**config.mk**
```make
export PLATFORM = sky130hd
export DESIGN_NAME = integer_divide_unit
export DESIGN_NICKNAME = d
export VERILOG_FILES = /design/src/core/divide_unit_pkg.sv /design/src/core/integer_divide_unit.sv
export SDC_FILE = /design/constraint.sdc
export NUM_CORES = 1
export LEC_CHECK = 0
export BUFFER_PORTS_ARGS = -buffer_cell sky130_fd_sc_hd__buf_4
export CORE_ASPECT_RATIO = 0.5
export CORE_MARGIN = 1.5
export CORE_UTILIZATION = 45
export CTS_BUF_LIST = sky130_fd_sc_hd__clkbuf_16
export CTS_CLUSTER_DIAMETER = 100
export DETAILED_ROUTE_END_ITERATION = 12
export PLACE_DENSITY = 0.77
export SYNTH_ARGS = -nofsm -noshare
export SYNTH_HDL_FRONTEND = slang
export SYNTH_SLANG_ARGS = --single-unit
```
**constraint.sdc**
```tcl
create_clock -name pclk -period 3.6 [get_ports pclk]
set_clock_uncertainty 0.15 [all_clocks]
set_input_delay 0.18 -clock pclk [delete_from_list [all_inputs] [get_ports pclk]]
set_output_delay 0.18 -clock pclk [all_outputs]
set_load 0.005 [all_outputs]
```
**src/core/divide_unit_pkg.sv**
```systemverilog
// Constants, register map and carrier types of the integer divide unit.
// Assumes a 64-bit core issuing one divide at a time, registers on APB.
package divide_unit_pkg;

	// ************************************************************
	// Instruction fields (positions count from the image's least significant bit)
	// ************************************************************
	localparam logic [5:0] OPC_PRIMARY = 6'h1F;
	localparam logic [8:0] XO_DIV_DWORD_UNSIGNED = 9'h1C9;
	localparam logic [8:0] XO_DIV_WORD_SIGNED = 9'h1EB;
	localparam logic [8:0] XO_DIV_WORD_UNSIGNED = 9'h1CB;
	localparam int OPC_LSB = 26;
	localparam int XO_LSB = 1;
	localparam int OE_POS = 10;
	localparam int REC_POS = 0;

	// ************************************************************
	// Divider sizing
	// ************************************************************
	localparam logic [6:0] STEPS_DWORD = 7'h40;
	localparam logic [6:0] STEPS_WORD = 7'h20;

	// ************************************************************
	// Register offsets (byte addresses)
	// ************************************************************
	localparam logic [11:0] CTRL_OFS = 12'h000;
	localparam logic [11:0] EXC_OFS = 12'h004;
	localparam logic [11:0] COND_OFS = 12'h008;
	localparam logic [11:0] IRQ_STAT_OFS = 12'h00C;
	localparam logic [11:0] IRQ_MASK_OFS = 12'h010;
	localparam logic [11:0] RESULT_LO_OFS = 12'h014;
	localparam logic [11:0] RESULT_HI_OFS = 12'h018;

	// ************************************************************
	// Field positions and reset values
	// ************************************************************
	localparam int CTRL_MODE64_POS = 0;
	localparam int CTRL_SUPPORT64_POS = 1;
	localparam int EXC_ERR_POS = 0;
	localparam int EXC_SUM_POS = 1;
	localparam int COND_SUM_POS = 0;
	localparam int COND_ZERO_POS = 1;
	localparam int COND_PLUS_POS = 2;
	localparam int COND_NEG_POS = 3;
	localparam int IRQ_DONE_POS = 0;
	localparam int IRQ_ERR_POS = 1;
	localparam int IRQ_ILL_POS = 2;
	localparam logic CTRL_MODE64_RST = 1'b1;
	localparam logic [1:0] EXC_RST = 2'h0;
	localparam logic [3:0] COND_RST = 4'h0;
	localparam logic [2:0] IRQ_MASK_RST = 3'h0;

	// ************************************************************
	// Carrier types
	// ************************************************************
	typedef struct packed {
		logic [31:0] instr;
		logic [63:0] src_a;
		logic [63:0] src_b;
	} div_req_t;

	typedef struct packed {
		logic [63:0] dest_reg;
		logic [3:0] cond_field_zero;
		logic illegal;
	} div_resp_t;

	typedef enum logic [1:0] {
		OP_NONE,
		OP_DWORD_U,
		OP_WORD_S,
		OP_WORD_U
	} div_op_t;

endpackage : divide_unit_pkg

```
**src/core/integer_divide_unit.sv**
```systemverilog
// Integer divide execution unit: unsigned doubleword, signed and unsigned word divides.
// Assumes issue logic holds the request stable from start until done, and an APB master.
`timescale 1ns/1ns
`default_nettype none

module integer_divide_unit #(
	parameter bit SUPPORT_64 = 1'b1 // Implementation carries 64-bit instructions
) (
	input wire logic pclk, // Core clock, 50 MHz
	input wire logic presetn, // Asynchronous reset, active low
	input wire logic psel, // APB select
	input wire logic penable, // APB access phase
	input wire logic pwrite, // APB direction, high for write
	input wire logic [11:0] paddr, // APB byte address
	input wire logic [31:0] pwdata, // APB write data
	output logic [31:0] prdata, // APB read data
	output logic pready, // APB ready
	output logic pslverr, // APB error, unmapped address
	input wire logic start, // One-cycle request strobe
	input wire divide_unit_pkg::div_req_t req, // Instruction and source operands
	output logic busy, // Divide in flight
	output logic done, // One-cycle result strobe
	output divide_unit_pkg::div_resp_t resp, // Quotient, condition field, illegal
	output logic irq // Level interrupt
);

	// ************************************************************
	// Elaboration checks
	// ************************************************************
	if (divide_unit_pkg::STEPS_WORD >= divide_unit_pkg::STEPS_DWORD) begin : g_bad_steps
		$error("word step count must be below doubleword step count");
	end

	// ************************************************************
	// Decode helpers
	// ************************************************************
	// Opcode class of an instruction image
	function automatic divide_unit_pkg::div_op_t decode_op(input logic [31:0] ins);
		logic [5:0] opc;
		logic [8:0] xo;
		opc = ins[divide_unit_pkg::OPC_LSB +: 6];
		xo = ins[divide_unit_pkg::XO_LSB +: 9];
		decode_op = divide_unit_pkg::OP_NONE;
		if (opc == divide_unit_pkg::OPC_PRIMARY) begin
			if (xo == divide_unit_pkg::XO_DIV_DWORD_UNSIGNED) begin
				decode_op = divide_unit_pkg::OP_DWORD_U;
			end else if (xo == divide_unit_pkg::XO_DIV_WORD_SIGNED) begin
				decode_op = divide_unit_pkg::OP_WORD_S;
			end else if (xo == divide_unit_pkg::XO_DIV_WORD_UNSIGNED) begin
				decode_op = divide_unit_pkg::OP_WORD_U;
			end
		end
	endfunction : decode_op

	// Absolute value of a 64-bit two's complement number
	function automatic logic [63:0] magnitude(input logic [63:0] v);
		magnitude = v[63] ? (~v + 64'h1) : v;
	endfunction : magnitude

	// ************************************************************
	// Register and state declarations
	// ************************************************************
	typedef enum {ST_IDLE, ST_RUN, ST_FIN} state_t;

	state_t state_r;
	divide_unit_pkg::div_op_t op_r;
	logic oe_r;
	logic rc_r;
	logic err_r;
	logic ill_r;
	logic neg_r;
	logic [6:0] cnt_r;
	logic [63:0] divisor_r;
	logic [63:0] quo_r;
	logic [63:0] rem_r;
	logic mode64_r;
	logic [1:0] exc_r;
	logic [3:0] cond_r;
	logic [2:0] irq_stat_r;
	logic [2:0] irq_mask_r;
	logic [63:0] last_r;

	divide_unit_pkg::div_op_t op_in;
	logic word_in;
	logic signed_in;
	logic [63:0] dvd_ext;
	logic [63:0] dvs_ext;
	logic zero_div;
	logic min_over_m1;
	logic ill_in;
	logic [64:0] rem_sh;
	logic [64:0] trial;
	logic [63:0] quo_fix;
	logic [63:0] dest_nxt;
	logic cmp_neg;
	logic cmp_zero;
	logic finish;
	logic upd_exc;
	logic upd_cr;
	logic so_after;
	logic wr_en;
	logic rd_hit;

	// ************************************************************
	// Operand preparation for the incoming request
	// ************************************************************
	// Extend word operands per signedness, flag the undefined cases
	always_comb begin
		op_in = decode_op(req.instr);
		word_in = (op_in == divide_unit_pkg::OP_WORD_S) || (op_in == divide_unit_pkg::OP_WORD_U);
		signed_in = (op_in == divide_unit_pkg::OP_WORD_S);
		if (op_in == divide_unit_pkg::OP_WORD_S) begin
			dvd_ext = {{32{req.src_a[31]}}, req.src_a[31:0]};
			dvs_ext = {{32{req.src_b[31]}}, req.src_b[31:0]};
		end else if (op_in == divide_unit_pkg::OP_WORD_U) begin
			dvd_ext = {32'h0, req.src_a[31:0]};
			dvs_ext = {32'h0, req.src_b[31:0]};
		end else begin
			dvd_ext = req.src_a;
			dvs_ext = req.src_b;
		end
		zero_div = (dvs_ext == 64'h0);
		min_over_m1 = signed_in && (req.src_a[31:0] == 32'h80000000)
			&& (req.src_b[31:0] == 32'hFFFFFFFF);
		ill_in = (op_in == divide_unit_pkg::OP_NONE)
			|| ((op_in == divide_unit_pkg::OP_DWORD_U) && !SUPPORT_64);
	end

	// ************************************************************
	// Restoring divide step
	// ************************************************************
	// One quotient bit per cycle on magnitudes
	always_comb begin
		rem_sh = {rem_r, quo_r[63]};
		trial = rem_sh - {1'b0, divisor_r};
	end

	// Sign fix-up and word placement of the finished quotient
	always_comb begin
		quo_fix = neg_r ? (~quo_r + 64'h1) : quo_r;
		if (err_r) begin
			dest_nxt = 64'h0;
		end else if (op_r == divide_unit_pkg::OP_WORD_U) begin
			dest_nxt = {32'h0, quo_fix[31:0]};
		end else begin
			dest_nxt = quo_fix;
		end
		if (op_r == divide_unit_pkg::OP_DWORD_U) begin
			cmp_neg = dest_nxt[63];
			cmp_zero = (dest_nxt == 64'h0);
		end else begin
			cmp_neg = dest_nxt[31];
			cmp_zero = (dest_nxt[31:0] == 32'h0);
		end
	end

	// ************************************************************
	// Sequencer
	// ************************************************************
	// Idle, iterate, then present the result for one cycle
	always_ff @(posedge pclk or negedge presetn) begin
		if (!presetn) begin
			state_r <= ST_IDLE;
		end else begin
			unique case (state_r)
				ST_IDLE: begin
					if (start) begin
						state_r <= (ill_in || zero_div || min_over_m1) ? ST_FIN : ST_RUN;
					end
				end
				ST_RUN: begin
					if (cnt_r == 7'h1) begin
						state_r <= ST_FIN;
					end
				end
				ST_FIN: begin
					state_r <= ST_IDLE;
				end
			endcase
		end
	end

	// Capture of the request's attributes at start
	always_ff @(posedge pclk or negedge presetn) begin
		if (!presetn) begin
			op_r <= divide_unit_pkg::OP_NONE;
			oe_r <= 1'b0;
			rc_r <= 1'b0;
			err_r <= 1'b0;
			ill_r <= 1'b0;
			neg_r <= 1'b0;
			divisor_r <= 64'h0;
		end else if (start && (state_r == ST_IDLE)) begin
			op_r <= op_in;
			oe_r <= req.instr[divide_unit_pkg::OE_POS];
			rc_r <= req.instr[divide_unit_pkg::REC_POS];
			err_r <= !ill_in && (zero_div || min_over_m1);
			ill_r <= ill_in;
			neg_r <= signed_in && (dvd_ext[63] ^ dvs_ext[63]);
			divisor_r <= signed_in ? magnitude(dvs_ext) : dvs_ext;
		end
	end

	// Partial remainder, quotient shift register and step count
	always_ff @(posedge pclk or negedge presetn) begin
		if (!presetn) begin
			quo_r <= 64'h0;
			rem_r <= 64'h0;
			cnt_r <= 7'h0;
		end else if (start && (state_r == ST_IDLE)) begin
			rem_r <= 64'h0;
			if (word_in) begin
				quo_r <= {(signed_in ? magnitude(dvd_ext) : dvd_ext) << 32};
				cnt_r <= divide_unit_pkg::STEPS_WORD;
			end else begin
				quo_r <= dvd_ext;
				cnt_r <= divide_unit_pkg::STEPS_DWORD;
			end
		end else if (state_r == ST_RUN) begin
			if (!trial[64]) begin
				rem_r <= trial[63:0];
				quo_r <= {quo_r[62:0], 1'b1};
			end else begin
				rem_r <= rem_sh[63:0];
				quo_r <= {quo_r[62:0], 1'b0};
			end
			cnt_r <= cnt_r - 7'h1;
		end
	end

	// ************************************************************
	// Result presentation
	// ************************************************************
	assign finish = (state_r == ST_FIN);
	assign upd_exc = finish && !ill_r && oe_r;
	assign upd_cr = finish && !ill_r && rc_r;
	assign so_after = exc_r[divide_unit_pkg::EXC_SUM_POS] | (upd_exc & err_r);
	assign busy = (state_r != ST_IDLE);

	// Registered answer to the issue logic
	always_ff @(posedge pclk or negedge presetn) begin
		if (!presetn) begin
			done <= 1'b0;
			resp <= '0;
		end else begin
			done <= finish;
			if (finish) begin
				resp.dest_reg <= ill_r ? 64'h0 : dest_nxt;
				resp.cond_field_zero <= upd_cr ? {cmp_neg, !cmp_neg && !cmp_zero, cmp_zero, so_after}
					: cond_r;
				resp.illegal <= ill_r;
			end
		end
	end

	// ************************************************************
	// Software-visible state
	// ************************************************************
	assign wr_en = psel && penable && pwrite;

	// Mode control; support bit is read-only
	always_ff @(posedge pclk or negedge presetn) begin
		if (!presetn) begin
			mode64_r <= divide_unit_pkg::CTRL_MODE64_RST;
		end else if (wr_en && (paddr == divide_unit_pkg::CTRL_OFS)) begin
			mode64_r <= pwdata[divide_unit_pkg::CTRL_MODE64_POS];
		end
	end

	// Exception flags: hardware update overrides a same-cycle write of the error bit; the summary bit takes the written value ORed with the error
	always_ff @(posedge pclk or negedge presetn) begin
		if (!presetn) begin
			exc_r <= divide_unit_pkg::EXC_RST;
		end else if (upd_exc) begin
			exc_r[divide_unit_pkg::EXC_ERR_POS] <= err_r;
			exc_r[divide_unit_pkg::EXC_SUM_POS] <= err_r
				| ((wr_en && (paddr == divide_unit_pkg::EXC_OFS))
				? pwdata[divide_unit_pkg::EXC_SUM_POS] : exc_r[divide_unit_pkg::EXC_SUM_POS]);
		end else if (wr_en && (paddr == divide_unit_pkg::EXC_OFS)) begin
			exc_r <= pwdata[1:0];
		end
	end

	// Condition field zero, recorded results win over software
	always_ff @(posedge pclk or negedge presetn) begin
		if (!presetn) begin
			cond_r <= divide_unit_pkg::COND_RST;
		end else if (upd_cr) begin
			cond_r[divide_unit_pkg::COND_NEG_POS] <= cmp_neg;
			cond_r[divide_unit_pkg::COND_PLUS_POS] <= !cmp_neg && !cmp_zero;
			cond_r[divide_unit_pkg::COND_ZERO_POS] <= cmp_zero;
			cond_r[divide_unit_pkg::COND_SUM_POS] <= so_after;
		end else if (wr_en && (paddr == divide_unit_pkg::COND_OFS)) begin
			cond_r <= pwdata[3:0];
		end
	end

	// Last quotient for software readback
	always_ff @(posedge pclk or negedge presetn) begin
		if (!presetn) begin
			last_r <= 64'h0;
		end else if (finish && !ill_r) begin
			last_r <= dest_nxt;
		end
	end

	// ************************************************************
	// Interrupts
	// ************************************************************
	// Sticky events, write one to clear, set wins
	always_ff @(posedge pclk or negedge presetn) begin
		if (!presetn) begin
			irq_stat_r <= 3'h0;
		end else begin
			irq_stat_r <= (irq_stat_r & ~((wr_en && (paddr == divide_unit_pkg::IRQ_STAT_OFS))
				? pwdata[2:0] : 3'h0))
				| {finish && ill_r, upd_exc && err_r, finish && !ill_r};
		end
	end

	// Interrupt mask
	always_ff @(posedge pclk or negedge presetn) begin
		if (!presetn) begin
			irq_mask_r <= divide_unit_pkg::IRQ_MASK_RST;
		end else if (wr_en && (paddr == divide_unit_pkg::IRQ_MASK_OFS)) begin
			irq_mask_r <= pwdata[2:0];
		end
	end

	assign irq = |(irq_stat_r & irq_mask_r);

	// ************************************************************
	// APB read path
	// ************************************************************
	// Zero-wait slave; unmapped addresses answer with an error
	always_comb begin
		rd_hit = 1'b1;
		prdata = 32'h0;
		unique case (paddr)
			divide_unit_pkg::CTRL_OFS: begin
				prdata[divide_unit_pkg::CTRL_MODE64_POS] = mode64_r;
				prdata[divide_unit_pkg::CTRL_SUPPORT64_POS] = SUPPORT_64;
			end
			divide_unit_pkg::EXC_OFS: prdata[1:0] = exc_r;
			divide_unit_pkg::COND_OFS: prdata[3:0] = cond_r;
			divide_unit_pkg::IRQ_STAT_OFS: prdata[2:0] = irq_stat_r;
			divide_unit_pkg::IRQ_MASK_OFS: prdata[2:0] = irq_mask_r;
			divide_unit_pkg::RESULT_LO_OFS: prdata = last_r[31:0];
			divide_unit_pkg::RESULT_HI_OFS: prdata = last_r[63:32];
			default: rd_hit = 1'b0;
		endcase
		if (!(psel && penable && !pwrite)) begin
			prdata = 32'h0;
		end
	end

	assign pready = 1'b1;
	assign pslverr = psel && penable && !rd_hit;

endmodule : integer_divide_unit

`default_nettype wire

```
==> results of run 1 <==
==> worst max-delay path by stage <==
stage | slack (ns) | depth (start not counted) | to | from
floorplan | -0.11 | 11 | resp[2] | quo_r[27]
finish | -0.22 | 11 | resp[2] | quo_r[27]
detailed placement | -0.38 | 10 | resp[2] | quo_r[27]
global route | -0.31 | 11 | resp[2] | quo_r[27]
global placement | -0.32 | 10 | resp[2] | quo_r[27]
CTS | -0.22 | 10 | resp[2] | quo_r[27]
==> power groups by stage <==
stage / sequential [W] / clock, W / combinational, W
2_1_floorplan: 0.00619 / 0 / 0.00478
3_3_place_gp: 0.00650 / 0 / 0.00831
6_report: 0.00651 / 0.00386 / 0.00894
5_1_grt: 0.00665 / 0.00406 / 0.00976
3_5_place_dp: 0.00654 / 0 / 0.00848
4_1_cts: 0.00648 / 0.00388 / 0.00870
==> area by class of cell <==
cell class | instances | area (sq um) | share of cell area
repair buffers | 713 | 5893 | 0.1913
clock buffers | 36 | 900.9 | 0.02924
diodes | 1 | 2.502 | 0.00008121
clock inverters | 28 | 257.7 | 0.008365
multi-input cells | 2123 | 13550 | 0.4397
inverters | 123 | 461.7 | 0.01498
well taps | 690 | 863.3 | 0.02802
flip-flops and latches | 355 | 8886 | 0.2884
==> through the flow <==
stage	hold slack (ns)	cell area (sq um)	setup WS, ns	utilization
floorplan	-0.2656	23280	-0.1140	-
global placement	0.1575	27700	-0.3242	0.5468
detailed placement	0.1669	27700	-0.3821	0.5468
CTS	0.0003890	30480	-0.2204	0.6018
global route	0.05323	30810	-0.3114	0.6083
finish	0.02297	30810	-0.2195	0.6083
==> Yosys cell counts (37+ instances only) <==
library cell | count | share of area
dfrtp_1 | 354 | 0.38
nand3_1 | 106 | 0.023
xor2_1 | 89 | 0.034
inv_1 | 121 | 0.020
nand4_1 | 39 | 0.010
o2bb2ai_1 | 47 | 0.018
mux2i_1 | 75 | 0.032
o211ai_1 | 37 | 0.012
xnor2_1 | 82 | 0.031
nand2_1 | 385 | 0.062
nor4_1 | 37 | 0.010
a21oi_1 | 128 | 0.028
ha_1 | 73 | 0.039
nor2_1 | 171 | 0.028
a31oi_1 | 72 | 0.019
o21ai_0 | 305 | 0.066
clkbuf_1 | 171 | 0.028
nor3_1 | 51 | 0.011
==> sequential cells by signal, indices dropped and copies added (netlist names) <==
| name | count |
|---|---|
| cnt_r | 7 |
| cond_r | 4 |
| divisor_r | 64 |
| done | 1 |
| err_r | 1 |
| exc_r | 2 |
| ill_r | 1 |
| irq_mask_r | 3 |
| irq_stat_r | 3 |
| last_r | 64 |
| mode64_r | 1 |
| neg_r | 1 |
| oe_r | 1 |
| op_r | 2 |
| quo_r | 64 |
| rc_r | 1 |
| rem_r | 64 |
| resp | 69 |
| state_r | 2 |
==> critical path: stages, from the launching register on <==
cell	delay, ns
dfrtp_1	0.39
or4_4	0.55
or4_4	0.44
or4_4	0.45
buf_6	0.13
or3_1	0.35
a211oi_2	0.21
o2111ai_2	0.19
nor4_4	0.29
a31oi_1	0.15
o221a_2	0.28
a211oi_2	0.15
==> per-layer routing <==
metal	routed length [microns]	GRT usage
met2	37750	0.4872
met5	0	0
met1	34270	0.3879
met3	4806	0.03478
met4	3712	0.1308
==> what timing repair did <==
action | 4_1_cts | 5_1_grt
setup buffers | 1 | 8
pin swaps | 4 | 20
hold buffers | 152 | 0
resized for setup | 21 | 56
endpoints found under the hold margin | 243 | 0
endpoints found under the setup margin | 67 | 71
==> cell families after synthesis <==
family	synth area share
xor gates and xnor gates	0.06440
other	0.0001612
buffers and inverters	0.05213
DFF	0.3820
muxes	0.03761
and+or+nand+nor	0.1921
AOI/OAI and AO/OA	0.2314
adders and majority gates	0.04014
==> summary.md, run 1 <==
| Metric | Value |
|---|---|
| Outcome | finished, violations left |
| Failing checks | setup timing |
| Vias | between 20000 and 25000 |
| Period minus WS final | 3.820 ns |
| Post-synth EDFFs | 0 |
| Inst Count DP | 3843 |
| Switching Share | 0.4084 |
| I/O pin cnt | 316 |
| R2R Path Start | quo_r[27] |
| CTS tree | done |
| P_leak | 13.31 nW |
| Count of state elements after synthesis | between 300 and 400 |
| Worst VDD drop | about 0.32 mV |
| Avg Cell Area, Syn | 8.318 sq um |
| Max FO, Critical Path | 3 |
| Post-route worst setup slack | -0.2195 ns |
| R2R depth | 11 |
| Critical path arrival | 4.13 ns |
| Placer congestion estimate | 0.9771 |
| Post-synth top flop | dfrtp_1 |
| R2R setup slack | -0.22 ns |
| Hold Crit Class | input port to flop |
| Clock Power Share | 0.200 |
| # clock sinks | 355 |
| Final-report setup violation count | 4 |
| Initial DRT Pass Iterations | 6 |
| Largest net degree at the start of global routing | 102 |
| Design Power | around 0.019 W |
| Vias in the first global route | 23000 |
| Initial Utilization | 0.4591 |
| Sequential cell area fraction in the yosys report | 0.3820 |
| Die footprint | ~53000 sq um |
| Crit path launch type | flop |
| Final Hold Viols | 0 |
| GRT Overall Usage | 0.2931 |
| Initial DRC Count | ~2700 |
| Drt via density | 5.917 |
| I/O Buffers | between 200 and 300 |
| DRC | 0 |
| Row cnt | slightly below 60 |
| GRT overflow | 0 |
| Hold Path Cell Cnt | 5 |
| Worst slew margin | 0.2618 |
| Syn_nets | 3080 |
| Commonest non-fill, non-tap cell in the layout | buf_4 |
| Core ar. | 50650 sq um |
| Pwr Density | 626.7 nW/um^2 |
| DR WL/cell | approximately 20 microns |
| Skew-Pair Late Insertion Delay | roughly 0.54 ns |
| Slew Limit Fails | 0 |
| Psw | 0.007887 W |
| Path type of the worst setup path | flop to flop |
| Layout cell share with drive strength beyond 1 | 0.2152 |
| Cell Area, Synth | 23260 sq um |
| Initial antenna violation count | 1 |
| Total Neg Setup Slack | -0.5666 ns |
| Reg-to-Reg End | resp[2] |
| Max Root-Sink Buffers | 3 |
| Sequential fraction of design power | 0.337 |
| Max cap viols | 0 |
| Most frequent cells in the layout | 545 x buf_4, 383 x nand2_1, 353 x dfrtp_1, 301 x o21ai_0, 167 x nor2_1 |
| P_int | 0.01142 W |
| Die height | 163.8 microns |
| Final nets | 3635 |
| Worst Hold Path EP | mode64_r |
| H-tree level count | 2 |
| DRT antenna net count | 0 |
| Yosys warning count | 0 |
| Unrepaired setup endpoints after global routing | true |
| Clk pin slew, worst setup/hold paths | 0.07 ns |
| Unique masters post-synth | 83 |
| Actual transition at the worst max-transition pin | 1.105 ns |
| Post-Layout Cell Count | 4069 |
| Crit path required time | 3.91 ns |
| First-pass GRT wire length | 125500 microns |
| Syn Inst Count | 2796 |
| Fraction of registers with async set/reset | 1.000 |
| Synth-to-Final Area Change | 32.49% |
| Combinational share of power | 0.463 |
| Die width | around 320 microns |
| Crit path capture type | flop |
| F_max | 0.2618 GHz |
| Fill count | about 4300 |
| Hold path startpoint | paddr[4] |
| DP Wirelength | 58530 microns |
| WL final | 80540 microns |
| CTS Buf Count | 35 |
| Period utilization | 1.061 |
| Root Buffer | clkbuf_16 |
Power figures use the tool's default switching activity.
==> run 2, diff against run 1 <==
--- a/config.mk
+++ b/config.mk
@@ -6,6 +6,7 @@
 export NUM_CORES = 1
 export LEC_CHECK = 0
 export BUFFER_PORTS_ARGS = -buffer_cell sky130_fd_sc_hd__buf_4
+export CAP_MARGIN = 20
 export CORE_ASPECT_RATIO = 0.5
 export CORE_MARGIN = 1.5
 export CORE_UTILIZATION = 45
@@ -13,6 +14,7 @@
 export CTS_CLUSTER_DIAMETER = 100
 export DETAILED_ROUTE_END_ITERATION = 12
 export PLACE_DENSITY = 0.77
+export SETUP_SLACK_MARGIN = 0.05
 export SYNTH_ARGS = -nofsm -noshare
 export SYNTH_HDL_FRONTEND = slang
 export SYNTH_SLANG_ARGS = --single-unit
==> run 2 against run 1 <==
Effect of this change:
- the flow still finishes with violations (setup timing)
- global-route usage increased by 0.21 points
- clock power is 4% lower
- power fell by 0.11%
- critical path type unchanged
- register-to-register slack got worse by 0.08 ns
- highest routed layer is now met5
- first-iteration DRC count shrank 11%
- utilization up 0.65 points
==> summary.md, run 2 (synthesis gave the netlist of run 1 again) <==
| Metric | Value |
|---|---|
| Worst Hold Path EP | mode64_r |
| Final nets | 3622 (-0.36%) |
| R2R setup slack | -0.30 ns (-0.08 ns) |
| Slowest cell on the critical path | or4_4 |
| Pwr Density | 619.3 nW/um^2 (-1.2%) |
| H-tree level count | 2 (unchanged) |
| Core ar. | 50650 sq um (unchanged) |
| CP Cell Sequence | or4_4 > buf_6 > or4_4 > or4_4 > or4_4 > a211oi_2 > o2111ai_2 > nor4_4 > a31oi_1 > o221a_2 > a211oi_2 |
| Placement Setup Slack | -0.3456 ns (+0.03651 ns) |
| GRT Overall Usage | 0.2952 (+0.002074) |
| Worst slew margin | 0.2471 (-0.01464) |
| Drt via density | 5.947 (+0.52%) |
| Total Neg Setup Slack | -1.065 ns (-0.4983 ns) |
| Layout cell share with drive strength beyond 1 | 0.2261 (+0.01084) |
| Hold Crit Class | input port to flop |
| Clk pin slew, worst setup/hold paths | 0.06 ns (about the same) |
| Vias in the first global route | 23070 (+0.28%) |
| I/O pin cnt | 316 (unchanged) |
| Vias | 24110 (+0.15%) |
| Placer congestion estimate | 0.9623 (-1.5%) |
| R2R depth | 11 (unchanged) |
| Path type of the worst setup path | flop to flop |
| CTS Buf Count | 36 (+2.9%) |
| Critical path arrival | 4.22 ns (+0.09 ns) |
| Post-Layout Cell Count | 4054 (-0.37%) |
| GRT overflow | 0 (unchanged) |
| Die height | 163.8 microns (unchanged) |
| # clock sinks | 355 (unchanged) |
| DRC | 0 (unchanged) |
| Commonest non-fill, non-tap cell in the layout | buf_4 |
| Outcome | finished, violations left |
| Unrepaired setup endpoints after global routing | true |
| Hold path startpoint | paddr[0] |
| Inst Count DP | 3812 (-0.81%) |
| I/O Buffers | 271 (unchanged) |
| Crit path capture type | flop |
| Worst VDD drop | 0.3027 mV (-4.8%) |
| DR WL/cell | 20.20 microns (+2.1%) |
| Synth-to-Final Area Change | 33.92% |
| Top reg by flops | resp |
| CTS tree | done |
| Skew-Pair Late Insertion Delay | 0.55 ns (about the same) |
| Max FO, Critical Path | 3 (unchanged) |
| Slew Limit Fails | 0 (unchanged) |
| Initial Utilization | 0.4591 (unchanged) |
| Max Root-Sink Buffers | 3 (unchanged) |
| DRT antenna net count | 0 (unchanged) |
| Initial DRC Count | 2364 (-11%) |
| DP Wirelength | 57700 microns (-1.4%) |
| P_leak | 13.32 nW (about the same) |
| Crit path required time | 3.92 ns (about the same) |
| Die width | 324.5 microns (unchanged) |
| Max cap viols | 0 (unchanged) |
| Period minus WS final | 3.903 ns (+0.08335 ns) |
| Post-route worst setup slack | -0.3029 ns (-0.08334 ns) |
| R2R Path Start | quo_r[27] |
| Reg-to-Reg End | resp[2] |
| Final Hold Viols | 0 (unchanged) |
| Actual transition at the worst max-transition pin | 1.129 ns (+0.02464 ns) |
| Largest net degree at the start of global routing | 130 (+27%) |
| Fill count | 4320 (-0.48%) |
| Most used cell, CP | or4_4 |
| WL final | 81900 microns (+1.7%) |
| Hold Path Cell Cnt | 5 (unchanged) |
| Row cnt | 58 (unchanged) |
| Initial DRT Pass Iterations | 8 (+2) |
| Crit path launch type | flop |
| Initial antenna violation count | 1 (unchanged) |
| Largest register FFs | 69 (unchanged) |
| Die footprint | 53140 sq um (unchanged) |
| Root Buffer | clkbuf_16 |
| Period utilization | 1.084 (+0.02315) |
| Hold slack final | 0.04128 ns (+0.01831 ns) |
| Core Util, Final | 0.6148 (+0.006545) |
| F_max | 0.2562 GHz (-2.1%) |
| Failing checks | setup timing |
| First-pass GRT wire length | 126000 microns (+0.40%) |
| Slowest stage delay, CP | 0.55 ns (about the same) |
| Final-report setup violation count | 4 (unchanged) |
| Most frequent cells in the layout | 516 x buf_4, 369 x nand2_1, 353 x dfrtp_1, 295 x o21ai_0, 169 x nor2_1 |
run 2: cell count changes in the layout (fill, tap and decap cells not counted), sizes merged, moves of 2 or more:
cell and change:
clkinv -3, dlygate4sd3 +3, inv +3, bufinv -2, clkbuf +2, buf -19
run 2: how the worst max path moves through the flow:
stage / to / depth (start not counted) / startpoint / slack, ns
after floorplan: resp[2] / 11 / quo_r[27] / -0.11
after global placement: resp[2] / 11 / quo_r[27] / -0.29
after detailed placement: resp[2] / 11 / quo_r[27] / -0.35
after CTS: resp[2] / 11 / quo_r[27] / -0.26
after global routing: resp[2] / 11 / quo_r[27] / -0.40
final: resp[2] / 11 / quo_r[27] / -0.30
run 2: final cells by class:
cell class | instances | area (sq um) | share of cell area
inverters | 123 | 461.7 | 0.01482
clock inverters | 25 | 183.9 | 0.005906
clock buffers | 37 | 925.9 | 0.02973
flip-flops and latches | 355 | 8886 | 0.2853
well taps | 690 | 863.3 | 0.02772
repair buffers | 698 | 5868 | 0.1884
diodes | 2 | 5.005 | 0.0001607
multi-input cells | 2124 | 13950 | 0.4479
run 2: per-stage QoR:
step	power, W	instance area (sq um)
global placement	0.01463	27450
global route	0.02042	31140
floorplan	0.01097	23280
finish	0.01929	31140
CTS	0.01882	30520
detailed placement	0.01483	27450
run 2: where the power goes:
part | total (W) | internal (W) | switching, W
clock network | 0.00369 | 0.00202 | 0.00167
logic | 0.00908 | 0.00388 | 0.00520
registers | 0.00652 | 0.00541 | 0.00111
total | 0.0193 | 0.0113 | 0.00798
run 2: repair_timing:
action / 4_1_cts / 5_1_grt
gates cloned: 2 / 2
setup endpoints to repair: 69 / 76
buffers inserted: 10 / 10
pin swaps: 22 / 46
resized for setup: 47 / 116
hold buffers: 155 / 0
endpoints found under the hold margin: 235 / 0
run 2: metal layers:
| layer | vias to the layer above | track usage | wire (microns) |
|---|---|---|---|
| li1 | 11170 | - | - |
| met1 | 11720 | 0.3822 | 34460 |
| met2 | 982 | 0.4989 | 38890 |
| met3 | 238 | 0.04384 | 4960 |
| met4 | 2 | 0.1211 | 3565 |
| met5 | - | 0 | 20 |
run 2: critical path, delay by kind of cell (launching register included):
family / cells / cell delay (ns)
AND/OR/NAND/NOR: 5 / 2.17
AO/OA/AOI/OAI: 5 / 0.97
buffers and inverters: 1 / 0.13
flip-flops: 1 / 0.39
